## src/pkg/lld_pkg.sv

```systemverilog
package lld_pkg;

  // register map and reset values
  localparam logic [7:0] LLD_REG_POWER = 8'h00;
  localparam logic [7:0] LLD_REG_PEAK = 8'h01;
  localparam logic [7:0] LLD_POWER_RST = 8'h00;
  localparam logic [7:0] LLD_PEAK_RST = 8'h00;
  localparam int unsigned LLD_SLEEP_BIT = 0;

  // serial bus address bytes, seven-bit address plus direction
  localparam logic [7:0] LLD_ADDR_WR = 8'hEC;
  localparam logic [7:0] LLD_ADDR_RD = 8'hED;
  localparam logic [3:0] LLD_BYTE_BITS = 4'h8;
  localparam logic [3:0] LLD_LAST_BIT = 4'h7;

  // bridge polarity timing
  localparam int unsigned LLD_CLK_HZ = 125_000_000;
  localparam int unsigned LLD_LENS_FREQ_HZ = 1100;
  localparam int unsigned LLD_HALF_PERIOD_CYCLES = LLD_CLK_HZ / (2 * LLD_LENS_FREQ_HZ);
  localparam int unsigned LLD_HALF_CNT_W = 17;

  typedef enum logic [5:0] {
    ST_IDLE = 6'h01,
    ST_ADDR = 6'h02,
    ST_ACK = 6'h04,
    ST_RX = 6'h08,
    ST_TX = 6'h10,
    ST_MACK = 6'h20
  } lld_bus_state_t;

endpackage

```

## src/pkg/lld_ctl_if.sv

```systemverilog
`timescale 1ns/1ps
interface lld_ctl_if;
  logic active;
  logic [7:0] peak_level;
  modport src (output active, output peak_level);
  modport snk (input active, input peak_level);
endinterface

```

## src/rtl/lld_bridge.sv

```systemverilog
`timescale 1ns/1ps
module lld_bridge #(
  parameter int unsigned HALF_PERIOD_CYCLES = lld_pkg::LLD_HALF_PERIOD_CYCLES
)
(
  input wire logic clk_i,
  input wire logic reset_i,
  lld_ctl_if.snk ctl,
  output logic [7:0] lens_a_o,
  output logic [7:0] lens_b_o
);
  import lld_pkg::*;

  localparam logic [LLD_HALF_CNT_W-1:0] HALF_LAST = LLD_HALF_CNT_W'(HALF_PERIOD_CYCLES - 1);

  logic [LLD_HALF_CNT_W-1:0] cnt_reg;
  logic pol_reg;
  wire logic half_done = (cnt_reg == HALF_LAST);
  wire logic [LLD_HALF_CNT_W-1:0] cnt_next = half_done ? '0 : cnt_reg + 1'b1;
  // code zero already yields zero drive, no special case needed
  wire logic [7:0] a_next = (ctl.active && !pol_reg) ? ctl.peak_level : 8'h00; // see RULE2 see RULE16
  wire logic [7:0] b_next = (ctl.active && pol_reg) ? ctl.peak_level : 8'h00; // see RULE2 see RULE16

  always_ff @(posedge clk_i)
  begin
    if (reset_i || !ctl.active)
    begin
      cnt_reg <= '0;
      pol_reg <= 1'b0;
      lens_a_o <= 8'h00;
      lens_b_o <= 8'h00;
    end
    else
    begin
      cnt_reg <= cnt_next;
      pol_reg <= half_done ? ~pol_reg : pol_reg; // see RULE3
      lens_a_o <= a_next;
      lens_b_o <= b_next;
    end
  end

  ////////////////////////////////////////////////////////////////////////////
  property p_toggle;
    @(posedge clk_i) disable iff (reset_i)
    (ctl.active && half_done) |=> (pol_reg != $past(pol_reg) || !ctl.active);
  endproperty
  a_toggle: assert property (p_toggle) else $error("bridge polarity did not toggle"); // see RULE3

  property p_level;
    @(posedge clk_i) disable iff (reset_i)
    (ctl.active && $stable(ctl.peak_level)) ##1 ctl.active
      |-> ((lens_a_o | lens_b_o) == $past(ctl.peak_level)) && ((lens_a_o & lens_b_o) == 8'h00);
  endproperty
  a_level: assert property (p_level) else $error("lens level differs from peak code"); // see RULE2

  property p_quiet;
    @(posedge clk_i) disable iff (reset_i)
    !ctl.active |=> (lens_a_o == 8'h00 && lens_b_o == 8'h00);
  endproperty
  a_quiet: assert property (p_quiet) else $error("lens outputs active in sleep"); // see RULE6

endmodule // lld_bridge

```

## src/rtl/lld_top.sv

```systemverilog
`timescale 1ns/1ps
// What this block does
// RULE1 - power-on reset clears all registers and leaves the device asleep.
// RULE2 - both lens outputs take their peak amplitude from the peak level register.
// RULE3 - output bridge polarity toggles at about 1.1 kHz.
// RULE4 - enable pin low holds registers in reset and ignores the serial bus.
// RULE5 - controller drives enable low for shutdown, high for operation.
// RULE6 - enable high with sleep bit zero means sleep, lens outputs inactive.
// RULE7 - sleep bit is power register bit 0, reset 0, 1 means normal.
// RULE8 - sleep entry or exit keeps register contents; only reset clears them.
// RULE9 - master writes zeros to reserved power register bits 7 to 1.
// RULE10 - master starts all transfers and makes the serial clock.
// RULE11 - data line is input and open-drain output, never driven high.
// RULE12 - pointer 0x00 selects power register, 0x01 selects peak level.
// RULE13 - answer address byte 0xEC for write and 0xED for read.
// RULE14 - first written byte is the pointer; a stop then only stores it.
// RULE15 - pointer advances by one after each data byte written or read.
// RULE16 - eight-bit peak code resets to 0x00, zero gives zero output, linear above.
// RULE17 - acknowledge each received byte; stop sending after a master not-acknowledge.
module lld_top #(
  parameter int unsigned HALF_PERIOD_CYCLES = lld_pkg::LLD_HALF_PERIOD_CYCLES
)
(
  input wire logic CLK_I,
  input wire logic RESET_I,
  input wire logic EN_I,
  input wire logic SCL_I,
  input wire logic SDA_I,
  output logic SDA_O,
  output logic SDA_OE_O,
  output logic [7:0] LENS_OUTPUT_A_O,
  output logic [7:0] LENS_OUTPUT_B_O
);
  import lld_pkg::*;

  ////////////////////////////////////////////////////////////////////////////
  // pin synchronisers; first stage is read only by the second
  logic scl_meta_reg, scl_sync_reg, scl_prev_reg;
  logic sda_meta_reg, sda_sync_reg, sda_prev_reg;
  logic en_meta_reg, en_sync_reg;

  always_ff @(posedge CLK_I)
  begin
    if (RESET_I)
    begin
      scl_meta_reg <= 1'b1;
      scl_sync_reg <= 1'b1;
      scl_prev_reg <= 1'b1;
      sda_meta_reg <= 1'b1;
      sda_sync_reg <= 1'b1;
      sda_prev_reg <= 1'b1;
      en_meta_reg <= 1'b0;
      en_sync_reg <= 1'b0;
    end
    else
    begin
      scl_meta_reg <= SCL_I;
      scl_sync_reg <= scl_meta_reg;
      scl_prev_reg <= scl_sync_reg;
      sda_meta_reg <= SDA_I;
      sda_sync_reg <= sda_meta_reg;
      sda_prev_reg <= sda_sync_reg;
      en_meta_reg <= EN_I;
      en_sync_reg <= en_meta_reg;
    end
  end

  wire logic scl_rise = scl_sync_reg && !scl_prev_reg;
  wire logic scl_fall = !scl_sync_reg && scl_prev_reg;
  wire logic bus_start = scl_sync_reg && scl_prev_reg && sda_prev_reg && !sda_sync_reg;
  wire logic bus_stop = scl_sync_reg && scl_prev_reg && !sda_prev_reg && sda_sync_reg;

  ////////////////////////////////////////////////////////////////////////////
  // serial slave state
  lld_bus_state_t state_reg, state_next;
  logic [3:0] bit_cnt_reg, bit_cnt_next;
  logic [7:0] shift_reg, shift_next;
  logic [7:0] tx_reg, tx_next;
  logic [7:0] ptr_reg, ptr_next;
  logic ptr_phase_reg, ptr_phase_next;
  logic rw_reg, rw_next;
  logic sda_oe_reg, sda_oe_next;
  logic [7:0] power_reg, power_next;
  logic [7:0] peak_reg, peak_next;
  logic wr_en;

  wire logic [7:0] shift_in = {shift_reg[6:0], sda_sync_reg};
  wire logic byte_end = scl_fall && (bit_cnt_reg == LLD_BYTE_BITS);
  wire logic sel_power = (ptr_reg == LLD_REG_POWER); // see RULE12
  wire logic sel_peak = (ptr_reg == LLD_REG_PEAK); // see RULE12
  // unmapped pointers read as zero and swallow writes
  wire logic [7:0] rd_data = sel_power ? power_reg : (sel_peak ? peak_reg : 8'h00);
  wire logic [7:0] ptr_inc = ptr_reg + 8'h01;

  always_comb
  begin
    state_next = state_reg;
    bit_cnt_next = bit_cnt_reg;
    shift_next = shift_reg;
    tx_next = tx_reg;
    ptr_next = ptr_reg;
    ptr_phase_next = ptr_phase_reg;
    rw_next = rw_reg;
    sda_oe_next = sda_oe_reg;
    wr_en = 1'b0;
    if (bus_stop)
    begin
      state_next = ST_IDLE;
      sda_oe_next = 1'b0;
    end
    else if (bus_start)
    begin
      state_next = ST_ADDR;
      bit_cnt_next = 4'h0;
      sda_oe_next = 1'b0;
    end
    else
    begin
      case (state_reg)
        ST_IDLE:
        begin
          sda_oe_next = 1'b0;
        end
        ST_ADDR, ST_RX:
        begin
          if (scl_rise)
          begin
            shift_next = shift_in;
            bit_cnt_next = bit_cnt_reg + 4'h1;
          end
          else if (byte_end && state_reg == ST_ADDR)
          begin
            if (shift_reg == LLD_ADDR_WR || shift_reg == LLD_ADDR_RD) // see RULE13
            begin
              rw_next = shift_reg[0];
              ptr_phase_next = !shift_reg[0]; // see RULE14
              state_next = ST_ACK;
              sda_oe_next = 1'b1; // see RULE17
            end
            else
            begin
              state_next = ST_IDLE;
            end
          end
          else if (byte_end)
          begin
            if (ptr_phase_reg)
            begin
              ptr_next = shift_reg; // see RULE14
              ptr_phase_next = 1'b0;
            end
            else
            begin
              wr_en = 1'b1;
              ptr_next = ptr_inc; // see RULE15
            end
            state_next = ST_ACK;
            sda_oe_next = 1'b1; // see RULE17
          end
        end
        ST_ACK:
        begin
          if (scl_fall)
          begin
            bit_cnt_next = 4'h0;
            if (rw_reg)
            begin
              state_next = ST_TX;
              tx_next = rd_data;
              sda_oe_next = !rd_data[7]; // see RULE11
            end
            else
            begin
              state_next = ST_RX;
              sda_oe_next = 1'b0;
            end
          end
        end
        ST_TX:
        begin
          if (scl_fall)
          begin
            bit_cnt_next = bit_cnt_reg + 4'h1;
            if (bit_cnt_reg == LLD_LAST_BIT)
            begin
              state_next = ST_MACK;
              sda_oe_next = 1'b0;
              ptr_next = ptr_inc; // see RULE15
            end
            else
            begin
              tx_next = {tx_reg[6:0], 1'b0};
              sda_oe_next = !tx_reg[6];
            end
          end
        end
        ST_MACK:
        begin
          // master answer sampled on the rising edge; a high level ends the read
          if (scl_rise)
          begin
            state_next = sda_sync_reg ? ST_IDLE : ST_ACK; // see RULE17
          end
        end
        default:
        begin
          state_next = ST_IDLE;
          sda_oe_next = 1'b0;
        end
      endcase
    end
  end

  // reserved power bits are stored as written
  assign power_next = (wr_en && sel_power) ? shift_reg : power_reg; // see RULE7
  assign peak_next = (wr_en && sel_peak) ? shift_reg : peak_reg; // see RULE16

  // shutdown holds the whole slave and its registers cleared, so the bus is ignored
  always_ff @(posedge CLK_I)
  begin
    if (RESET_I || !en_sync_reg) // see RULE1 see RULE4
    begin
      state_reg <= ST_IDLE;
      bit_cnt_reg <= 4'h0;
      shift_reg <= 8'h00;
      tx_reg <= 8'h00;
      ptr_reg <= LLD_REG_POWER;
      ptr_phase_reg <= 1'b0;
      rw_reg <= 1'b0;
      sda_oe_reg <= 1'b0;
      power_reg <= LLD_POWER_RST;
      peak_reg <= LLD_PEAK_RST;
    end
    else
    begin
      state_reg <= state_next;
      bit_cnt_reg <= bit_cnt_next;
      shift_reg <= shift_next;
      tx_reg <= tx_next;
      ptr_reg <= ptr_next;
      ptr_phase_reg <= ptr_phase_next;
      rw_reg <= rw_next;
      sda_oe_reg <= sda_oe_next;
      power_reg <= power_next;
      peak_reg <= peak_next;
    end
  end

  assign SDA_O = 1'b0; // see RULE11
  assign SDA_OE_O = sda_oe_reg;

  ////////////////////////////////////////////////////////////////////////////
  // lens bridge; sleep changes only the bridge, never the registers
  lld_ctl_if ctl ();
  assign ctl.active = en_sync_reg && power_reg[LLD_SLEEP_BIT]; // see RULE6 see RULE8
  assign ctl.peak_level = peak_reg; // see RULE2

  lld_bridge #(
    .HALF_PERIOD_CYCLES(HALF_PERIOD_CYCLES)
  ) u_bridge (
    .clk_i(CLK_I),
    .reset_i(RESET_I),
    .ctl(ctl),
    .lens_a_o(LENS_OUTPUT_A_O),
    .lens_b_o(LENS_OUTPUT_B_O)
  );

  ////////////////////////////////////////////////////////////////////////////
  property p_por;
    @(posedge CLK_I) RESET_I |=> (power_reg == LLD_POWER_RST && peak_reg == LLD_PEAK_RST && !ctl.active);
  endproperty
  a_por: assert property (p_por) else $error("registers not cleared by reset"); // see RULE1

  property p_shutdown;
    @(posedge CLK_I) disable iff (RESET_I)
    !en_sync_reg |=> (power_reg == LLD_POWER_RST && peak_reg == LLD_PEAK_RST && !SDA_OE_O && state_reg == ST_IDLE);
  endproperty
  a_shutdown: assert property (p_shutdown) else $error("shutdown did not hold reset state"); // see RULE4

  property p_open_drain;
    @(posedge CLK_I) disable iff (RESET_I)
    // the line may only be pulled while acknowledging or sending a data bit
    SDA_OE_O |-> (!SDA_O && (state_reg == ST_ACK || state_reg == ST_TX));
  endproperty
  a_open_drain: assert property (p_open_drain) else $error("data line driven high"); // see RULE11

  property p_addr_ack;
    @(posedge CLK_I) disable iff (RESET_I)
    (en_sync_reg && !bus_stop && !bus_start && state_reg == ST_ADDR && byte_end)
      |=> ((state_reg == ST_ACK && SDA_OE_O) == ($past(shift_reg) == LLD_ADDR_WR || $past(shift_reg) == LLD_ADDR_RD));
  endproperty
  a_addr_ack: assert property (p_addr_ack) else $error("address byte answered wrongly"); // see RULE13

  property p_ptr_store;
    @(posedge CLK_I) disable iff (RESET_I)
    (en_sync_reg && !bus_stop && !bus_start && state_reg == ST_RX && byte_end && ptr_phase_reg)
      |=> (ptr_reg == $past(shift_reg) && $stable(power_reg) && $stable(peak_reg));
  endproperty
  a_ptr_store: assert property (p_ptr_store) else $error("pointer byte not stored alone"); // see RULE14

  property p_ptr_advance;
    @(posedge CLK_I) disable iff (RESET_I)
    (en_sync_reg && wr_en) |=> (ptr_reg == $past(ptr_reg) + 8'h01);
  endproperty
  a_ptr_advance: assert property (p_ptr_advance) else $error("pointer did not advance"); // see RULE15

  property p_decode;
    @(posedge CLK_I) disable iff (RESET_I)
    (en_sync_reg && wr_en && ptr_reg == LLD_REG_PEAK) |=> (peak_reg == $past(shift_reg) && $stable(power_reg));
  endproperty
  a_decode: assert property (p_decode) else $error("peak register write misdecoded"); // see RULE12

  property p_sleep_keep;
    @(posedge CLK_I) disable iff (RESET_I)
    (en_sync_reg && wr_en && sel_power) |=> $stable(peak_reg);
  endproperty
  a_sleep_keep: assert property (p_sleep_keep) else $error("sleep change disturbed peak register"); // see RULE8

  property p_nack_stop;
    @(posedge CLK_I) disable iff (RESET_I)
    (en_sync_reg && !bus_stop && !bus_start && state_reg == ST_MACK && scl_rise && sda_sync_reg)
      |=> (state_reg == ST_IDLE && !SDA_OE_O) [*2];
  endproperty
  a_nack_stop: assert property (p_nack_stop) else $error("data still sent after not-acknowledge"); // see RULE17

endmodule // lld_top

```

## config.mk

```make
export PLATFORM = sky130hd
export DESIGN_NAME = lld_top
export DESIGN_NICKNAME = d
export VERILOG_FILES = /design/src/pkg/lld_pkg.sv /design/src/pkg/lld_ctl_if.sv /design/src/rtl/lld_bridge.sv /design/src/rtl/lld_top.sv
export SDC_FILE = /design/constraint.sdc
export NUM_CORES = 1
export LEC_CHECK = 0
export ABC_CLOCK_PERIOD_IN_PS = 2800
export BUFFER_PORTS_ARGS = -buffer_cell sky130_fd_sc_hd__buf_4
export CAP_MARGIN = 20
export CELL_PAD_IN_SITES_DETAIL_PLACEMENT = 0
export CELL_PAD_IN_SITES_GLOBAL_PLACEMENT = 2
export CORE_MARGIN = 2
export CORE_UTILIZATION = 38
export CTS_BUF_LIST = sky130_fd_sc_hd__clkbuf_16
export DETAILED_ROUTE_END_ITERATION = 6
export PLACE_DENSITY = 0.89
export SETUP_SLACK_MARGIN = 0.05
export SLEW_MARGIN = 10
export SYNTH_ARGS = -nofsm -noshare
export SYNTH_HDL_FRONTEND = slang
export SYNTH_SLANG_ARGS = --single-unit
export TNS_END_PERCENT = 10
```

## constraint.sdc

```tcl
create_clock -name CLK_I -period 2.8 [get_ports CLK_I]
set_clock_uncertainty 0.1 [all_clocks]
set_input_delay 0.56 -clock CLK_I [delete_from_list [all_inputs] [get_ports CLK_I]]
set_output_delay 0.56 -clock CLK_I [all_outputs]
set_load 0.005 [all_outputs]
```

Word-level counts from Yosys, hierarchy flattened

Cells that the tools add are included.

Add/sub/neg operators: 3
Eq/ne operators: 32
Muxes and demuxes: 50
Bitwise operators: 8
Reductions and logical operators: 47

Operator list:

| kind                                             | number |
|---|---|
| 2-to-1 mux 8 bit                                 | 8 |
| 2-to-1 mux 6 bit                                 | 7 |
| one-hot mux 6 bit (5 select lines)               | 1 |
| 2-to-1 mux 7 bit                                 | 4 |
| inequality test 3 bit (second input constant)    | 8 |
| AND reduction 7 bit                              | 3 |
| inequality test 2 bit (second input constant)    | 10 |
| 2-to-1 mux 1 bit                                 | 18 |
| AND reduction 6 bit                              | 3 |
| adder 17 x 1 -> 17 bit (second input constant)   | 1 |
| == test 17 x 16 -> 1 bit (second input constant) | 1 |
| == test 8 bit (second input constant)            | 2 |
| 2-to-1 mux 4 bit                                 | 4 |
| one-hot mux 8 bit (2 select lines)               | 1 |
| logical AND 1 bit                                | 14 |
| one-hot mux 7 bit (2 select lines)               | 1 |
| one-hot mux 4 bit (3 select lines)               | 1 |
| logical NOT 1 bit                                | 10 |
| OR reduction 2 bit                               | 5 |
| adder 8 x 1 -> 8 bit (second input constant)     | 1 |
| == test 8 x 1 -> 1 bit (second input constant)   | 1 |
| logical NOT 8 bit                                | 1 |
| NOT 1 bit                                        | 8 |
| AND reduction 8 bit                              | 1 |
| other kinds (21)                                 | 26 |

Register bits: 94
Bits of input ports: 5
Output and inout port bits: 18
Logic and storage cells: 163

Longest topological paths before layout

Depth after elaboration: 10
Depth in mapped cells: 9
Mapped depth without buffers: 7

Cells and area by module

A second synthesis with hierarchy kept.

Cells, all modules: 491
Area, all modules: 4454.3 µm²

By module, submodules not included:

| module     | instances | cells each | area each (µm²) | sequential area each (µm²) |
|---|---|---|---|---|
| lld_top    | 1         | 366        | 3191.8          | 1201.2 |
| lld_bridge | 1         | 125        | 1262.5          | 680.7 |

Worst setup path before layout

OpenSTA, ideal clock, no wires.

Kind: reg-to-reg
Start point: register ptr_reg[0]
End point: register tx_reg[0]
Library setup time: 71 ps
Arrival: 2027 ps
Data required time: 2629 ps
Setup slack: 603 ps
Stages on the path, launching flop included: 7
Buffers on the path: 0
Clock period less this slack: 2197 ps
Cells stage by stage: dfxtp_1 > inv_1 > ha_1 > nor4b_1 > a32oi_1 > or4_1 > a21oi_1

Word-level cells in the longest chain between the ends: 6
Elaborated cells between the ends (all ways): 7
Classes of those cells: eq/ne: 1; mux: 5; reduce/logical: 1

Ends and longest elaborated chain:

| element                              | RTL line       | source |
|---|---|---|
| start: declaration                   | lld_top.sv:79  | `logic [7:0] ptr_reg, ptr_next;` |
| start signal: assignment             | lld_top.sv:240 | `ptr_reg <= ptr_next;` |
| == test 8 x 1 -> 1 bit               | lld_top.sv:90  | `wire logic sel_peak = (ptr_reg == LLD_REG_PEAK);` |
| 2-to-1 mux 8 bit                     | lld_top.sv:92  | `wire logic [7:0] rd_data = sel_power ? power_reg : (sel_peak ? peak_reg : 8'h00);` |
| 2-to-1 mux 8 bit *                   | lld_top.sv:92  |  |
| 2-to-1 mux 7 bit *                   | lld_top.sv:166 | `if (rw_reg)` |
| 2-to-1 mux 7 bit *                   | lld_top.sv:163 | `if (scl_fall)` |
| one-hot mux 7 bit (2 select lines) * | lld_top.sv:119 | `case (state_reg)` |
| end signal: assignment               | lld_top.sv:239 | `tx_reg <= tx_next;` |
| end: declaration                     | lld_top.sv:78  | `logic [7:0] tx_reg, tx_next;` |

Every way passes the cells marked *; elsewhere a longest branch is shown, timed or not. The select of a mux whose other input is x is not followed.
A chain may end at the register's enable or synchronous reset.

Worst setup path after layout

Start point: register state_reg[5]
End point: register ptr_reg[4]

Word-level cells in the longest chain between the ends: 4
Elaborated cells between the ends (all ways): 13
Classes of those cells: eq/ne: 8; mux: 1; reduce/logical: 4

Ends and longest elaborated chain:

| element                                                               | RTL line                       | source |
|---|---|---|
| start: declaration                                                    | lld_top.sv:75                  | `lld_bus_state_t state_reg, state_next;` |
| start signal: assignment                                              | lld_top.sv:236                 | `state_reg <= state_next;` |
| == test 6 x 2 -> 1 bit or == test 6 x 4 -> 1 bit (tied branches)      | lld_top.sv:119, lld_top.sv:131 |  |
| OR reduction 2 bit or logical AND 1 bit (tied branches)               | lld_top.sv:119, lld_top.sv:131 |  |
| inequality test 2 bit (no line) or nonzero test 2 bit (tied branches) | n/a                            |  |
| AND reduction 8 bit (no line)                                         | n/a                            |  |

Several ways; a longest one is shown, not always the timed one.

==> reports/metrics.csv <==
metric;value;unit
outcome;finished, final reports clean;
Yosys reg bits;94;
share of layout cells above drive strength 1;15.37;%
CP peak stage delay;0.79;ns
hpwl dp;7806;um
hold path startpoint;SDA_I;
Cell Area, Synth;4601;um2
Setup Crit Path Kind;register to register;
reg-to-reg critical path endpoint;ptr_reg[4]$_SDFFE_PP0P_;
Reg2Reg Depth;5;
Finished Layout Cells;687;
Max Clk Rate;400.7;MHz
worst setup path endpoint;ptr_reg[4]$_SDFFE_PP0P_;
clock-pin slew on the worst setup and hold paths;0.07;ns
crit-path cells;or4_1 > nor2_4 > a31o_2 > nand3_2 > o32ai_1;
final setup TNS;0;ns
H-tree levels;3;
worst-margin pin slew;0.6695;ns
count leader, synth;dfxtp_1;
EDFF count, synth;0;
post-synthesis cell count;516;
Initial Util;38.62;%
count of hold-fix buffers inserted at cts;0;
First DRT Iteration DRCs;271;
max reg flops;17;
Critical Path AT;2.65;ns
Die Y;114.0;um
Final Setup Violations;0;
asr flop ratio synth;0;%
post-CTS sizing;0;
Syn Nets;528;
Die W;114.0;um
crit share post-route;89.13;%
cell count after placement;671;
Final Util;43.81;%
total power;2.636;mW
r2r setup slk;0.30;ns
num rows;40;
Worst Path Max Fanout;10;
Slowest cell on crit path;or4_1;
Pwr Density;505.1;nW/um2
Worst Hold Depth;2;
Syn Area/Cell;8.916;um2
Clock Latency Late Sink;0.35;ns
Final #Nets;547;
dominant synthesized flop cell;dfxtp_1;
RSZ-0062 raised after global routing;no;
WL/cell;15.72;um
Antenna Cells;0;
Yosys top cell by area;dfxtp_1;
Detailed Routing Iterations Pass 1;5;
Total GRT Usage;17.85;%
vias per inst;5.445;
Clock Path Buffers;2;
hold_ws;0.2909;ns
synth unique cells;72;
Yosys warnings;0;
Setup Fix Bufs, Post-CTS;0;
initial antenna violation count;0;
leak pwr;1.892;nW
Req. time, crit path;2.96;ns
Remaining DRCs;0;
vias in the first global route;3635;
Slew headroom;55.36;%
first-pass GRT wire length;18270;um
CTS buffer count;9;
CP startpoint;state_reg[5]$_SDFFE_PP0P_;
max cap viols;0;
Hold Path Class;input pin to register;
I/O Pins;23;
max-slew violations;0;
register area share after synthesis;40.90;%
Sink Count;94;
worst r2r src;state_reg[5]$_SDFFE_PP0P_;
Fillers;1183;
core area;11910;um2
Worst setup SP type;register;
clk root buf;clkbuf_16;
Post-synth top cells;dfxtp_1, nor2_1, nand2_1;
Final min period;2.496;ns
dominant cells by area after synthesis;dfxtp_1, mux2i_1, nor2_1;
share of the synthesized area in the top cell type;40.90;%
DIE AREA;13000;um2
final WL;10800;um
DR vias;3741;
Setup crit end kind;register;
GRT overflow;0;
CTS tree;done;
gpl congestion;0.8668;
synthesis-to-finish area growth;13.43;%
VDD IR max;0.2997;mV
Antenna Nets Post-Route;0;
port bufs;21;
Fin. Hold Viols;0;
largest net degree at the start of global routing;35;
==> routing by layer <==
| layer | wire length (um) | GRT usage, % | vias up | share of wire (%) |
|---|---|---|---|---|
| li1 | - | - | 1888 | - |
| met1 | 5165 | 23.95 | 1784 | 48 |
| met2 | 5033 | 27.78 | 52 | 47 |
| met3 | 311 | 3.294 | 17 | 2.9 |
| met4 | 288 | 8.455 | 0 | 2.7 |
| met5 | 0 | 0 | - | 0 |
==> cell families (layout without fill, tap and decap cells) <==
group	Yosys count	in the layout	synth area share [%]
flip-flops	94	94	40.90
multiplexers	31	31	6.772
buffers and inverters	37	61	3.617
AND/OR/NAND/NOR	244	244	29.32
XOR/XNOR	20	20	3.807
other	1	1	0.08151
AO/OA/AOI/OAI	82	82	13.60
adder cells (fa/ha/maj)	7	7	1.904
==> how the worst min path moves through the flow <==
stage                     slack [ns]                       to
after detailed placement        0.30  sda_sync_reg$_SDFF_PP1_
after global placement          0.30  sda_sync_reg$_SDFF_PP1_
final                           0.29  sda_meta_reg$_SDFF_PP1_
after global routing            0.29  scl_meta_reg$_SDFF_PP1_
after floorplan                 0.29  scl_sync_reg$_SDFF_PP1_
after CTS                       0.28  sda_meta_reg$_SDFF_PP1_
==> critical path, delay by kind of cell, from the launching register on <==
family / cells / cell delay [ns]
AOI/OAI and AO/OA: 2 / 0.62
DFF: 1 / 0.39
and+or+nand+nor: 3 / 1.28
==> cell type report <==
class	instances	area [um2]	share of cell area, %
clock inverters	7	73.82	1.415
repair buffers	32	240.2	4.603
inverters	13	48.80	0.9350
well taps	147	183.9	3.524
multi-input cells	385	2565	49.15
flip-flops and latches	94	1882	36.06
clock buffers	9	225.2	4.316
==> power by group <==
| part | internal, mW | leakage (nW) | total (mW) | switching (mW) |
|---|---|---|---|---|
| registers | 1.34 | 0.758 | 1.35 | 0.00449 |
| logic | 0.0182 | 0.987 | 0.0502 | 0.0319 |
| clock network | 0.697 | 0.147 | 1.24 | 0.543 |
==> through the flow <==
step	setup WS, ns	instance area, um2
CTS	0.3151	5215
floorplan	0.6025	4601
detailed placement	0.3401	4916
finish	0.3042	5219
global route	0.08842	5219
global placement	0.4141	4916
==> cell usage in the layout, fill, tap and decap left out, drive strengths merged, types with 10 or more instances in the layout <==
cell,synthesis,layout
nor4,10,10
a21oi,19,19
nand2,39,39
nor2,73,73
xnor2,11,11
inv,13,16
and2,20,20
and3,13,13
nand4,11,11
dfxtp,94,94
nand3,18,18
or2,11,11
buf,11,32
mux2i,30,30
(Power assumes the default switching activity.)
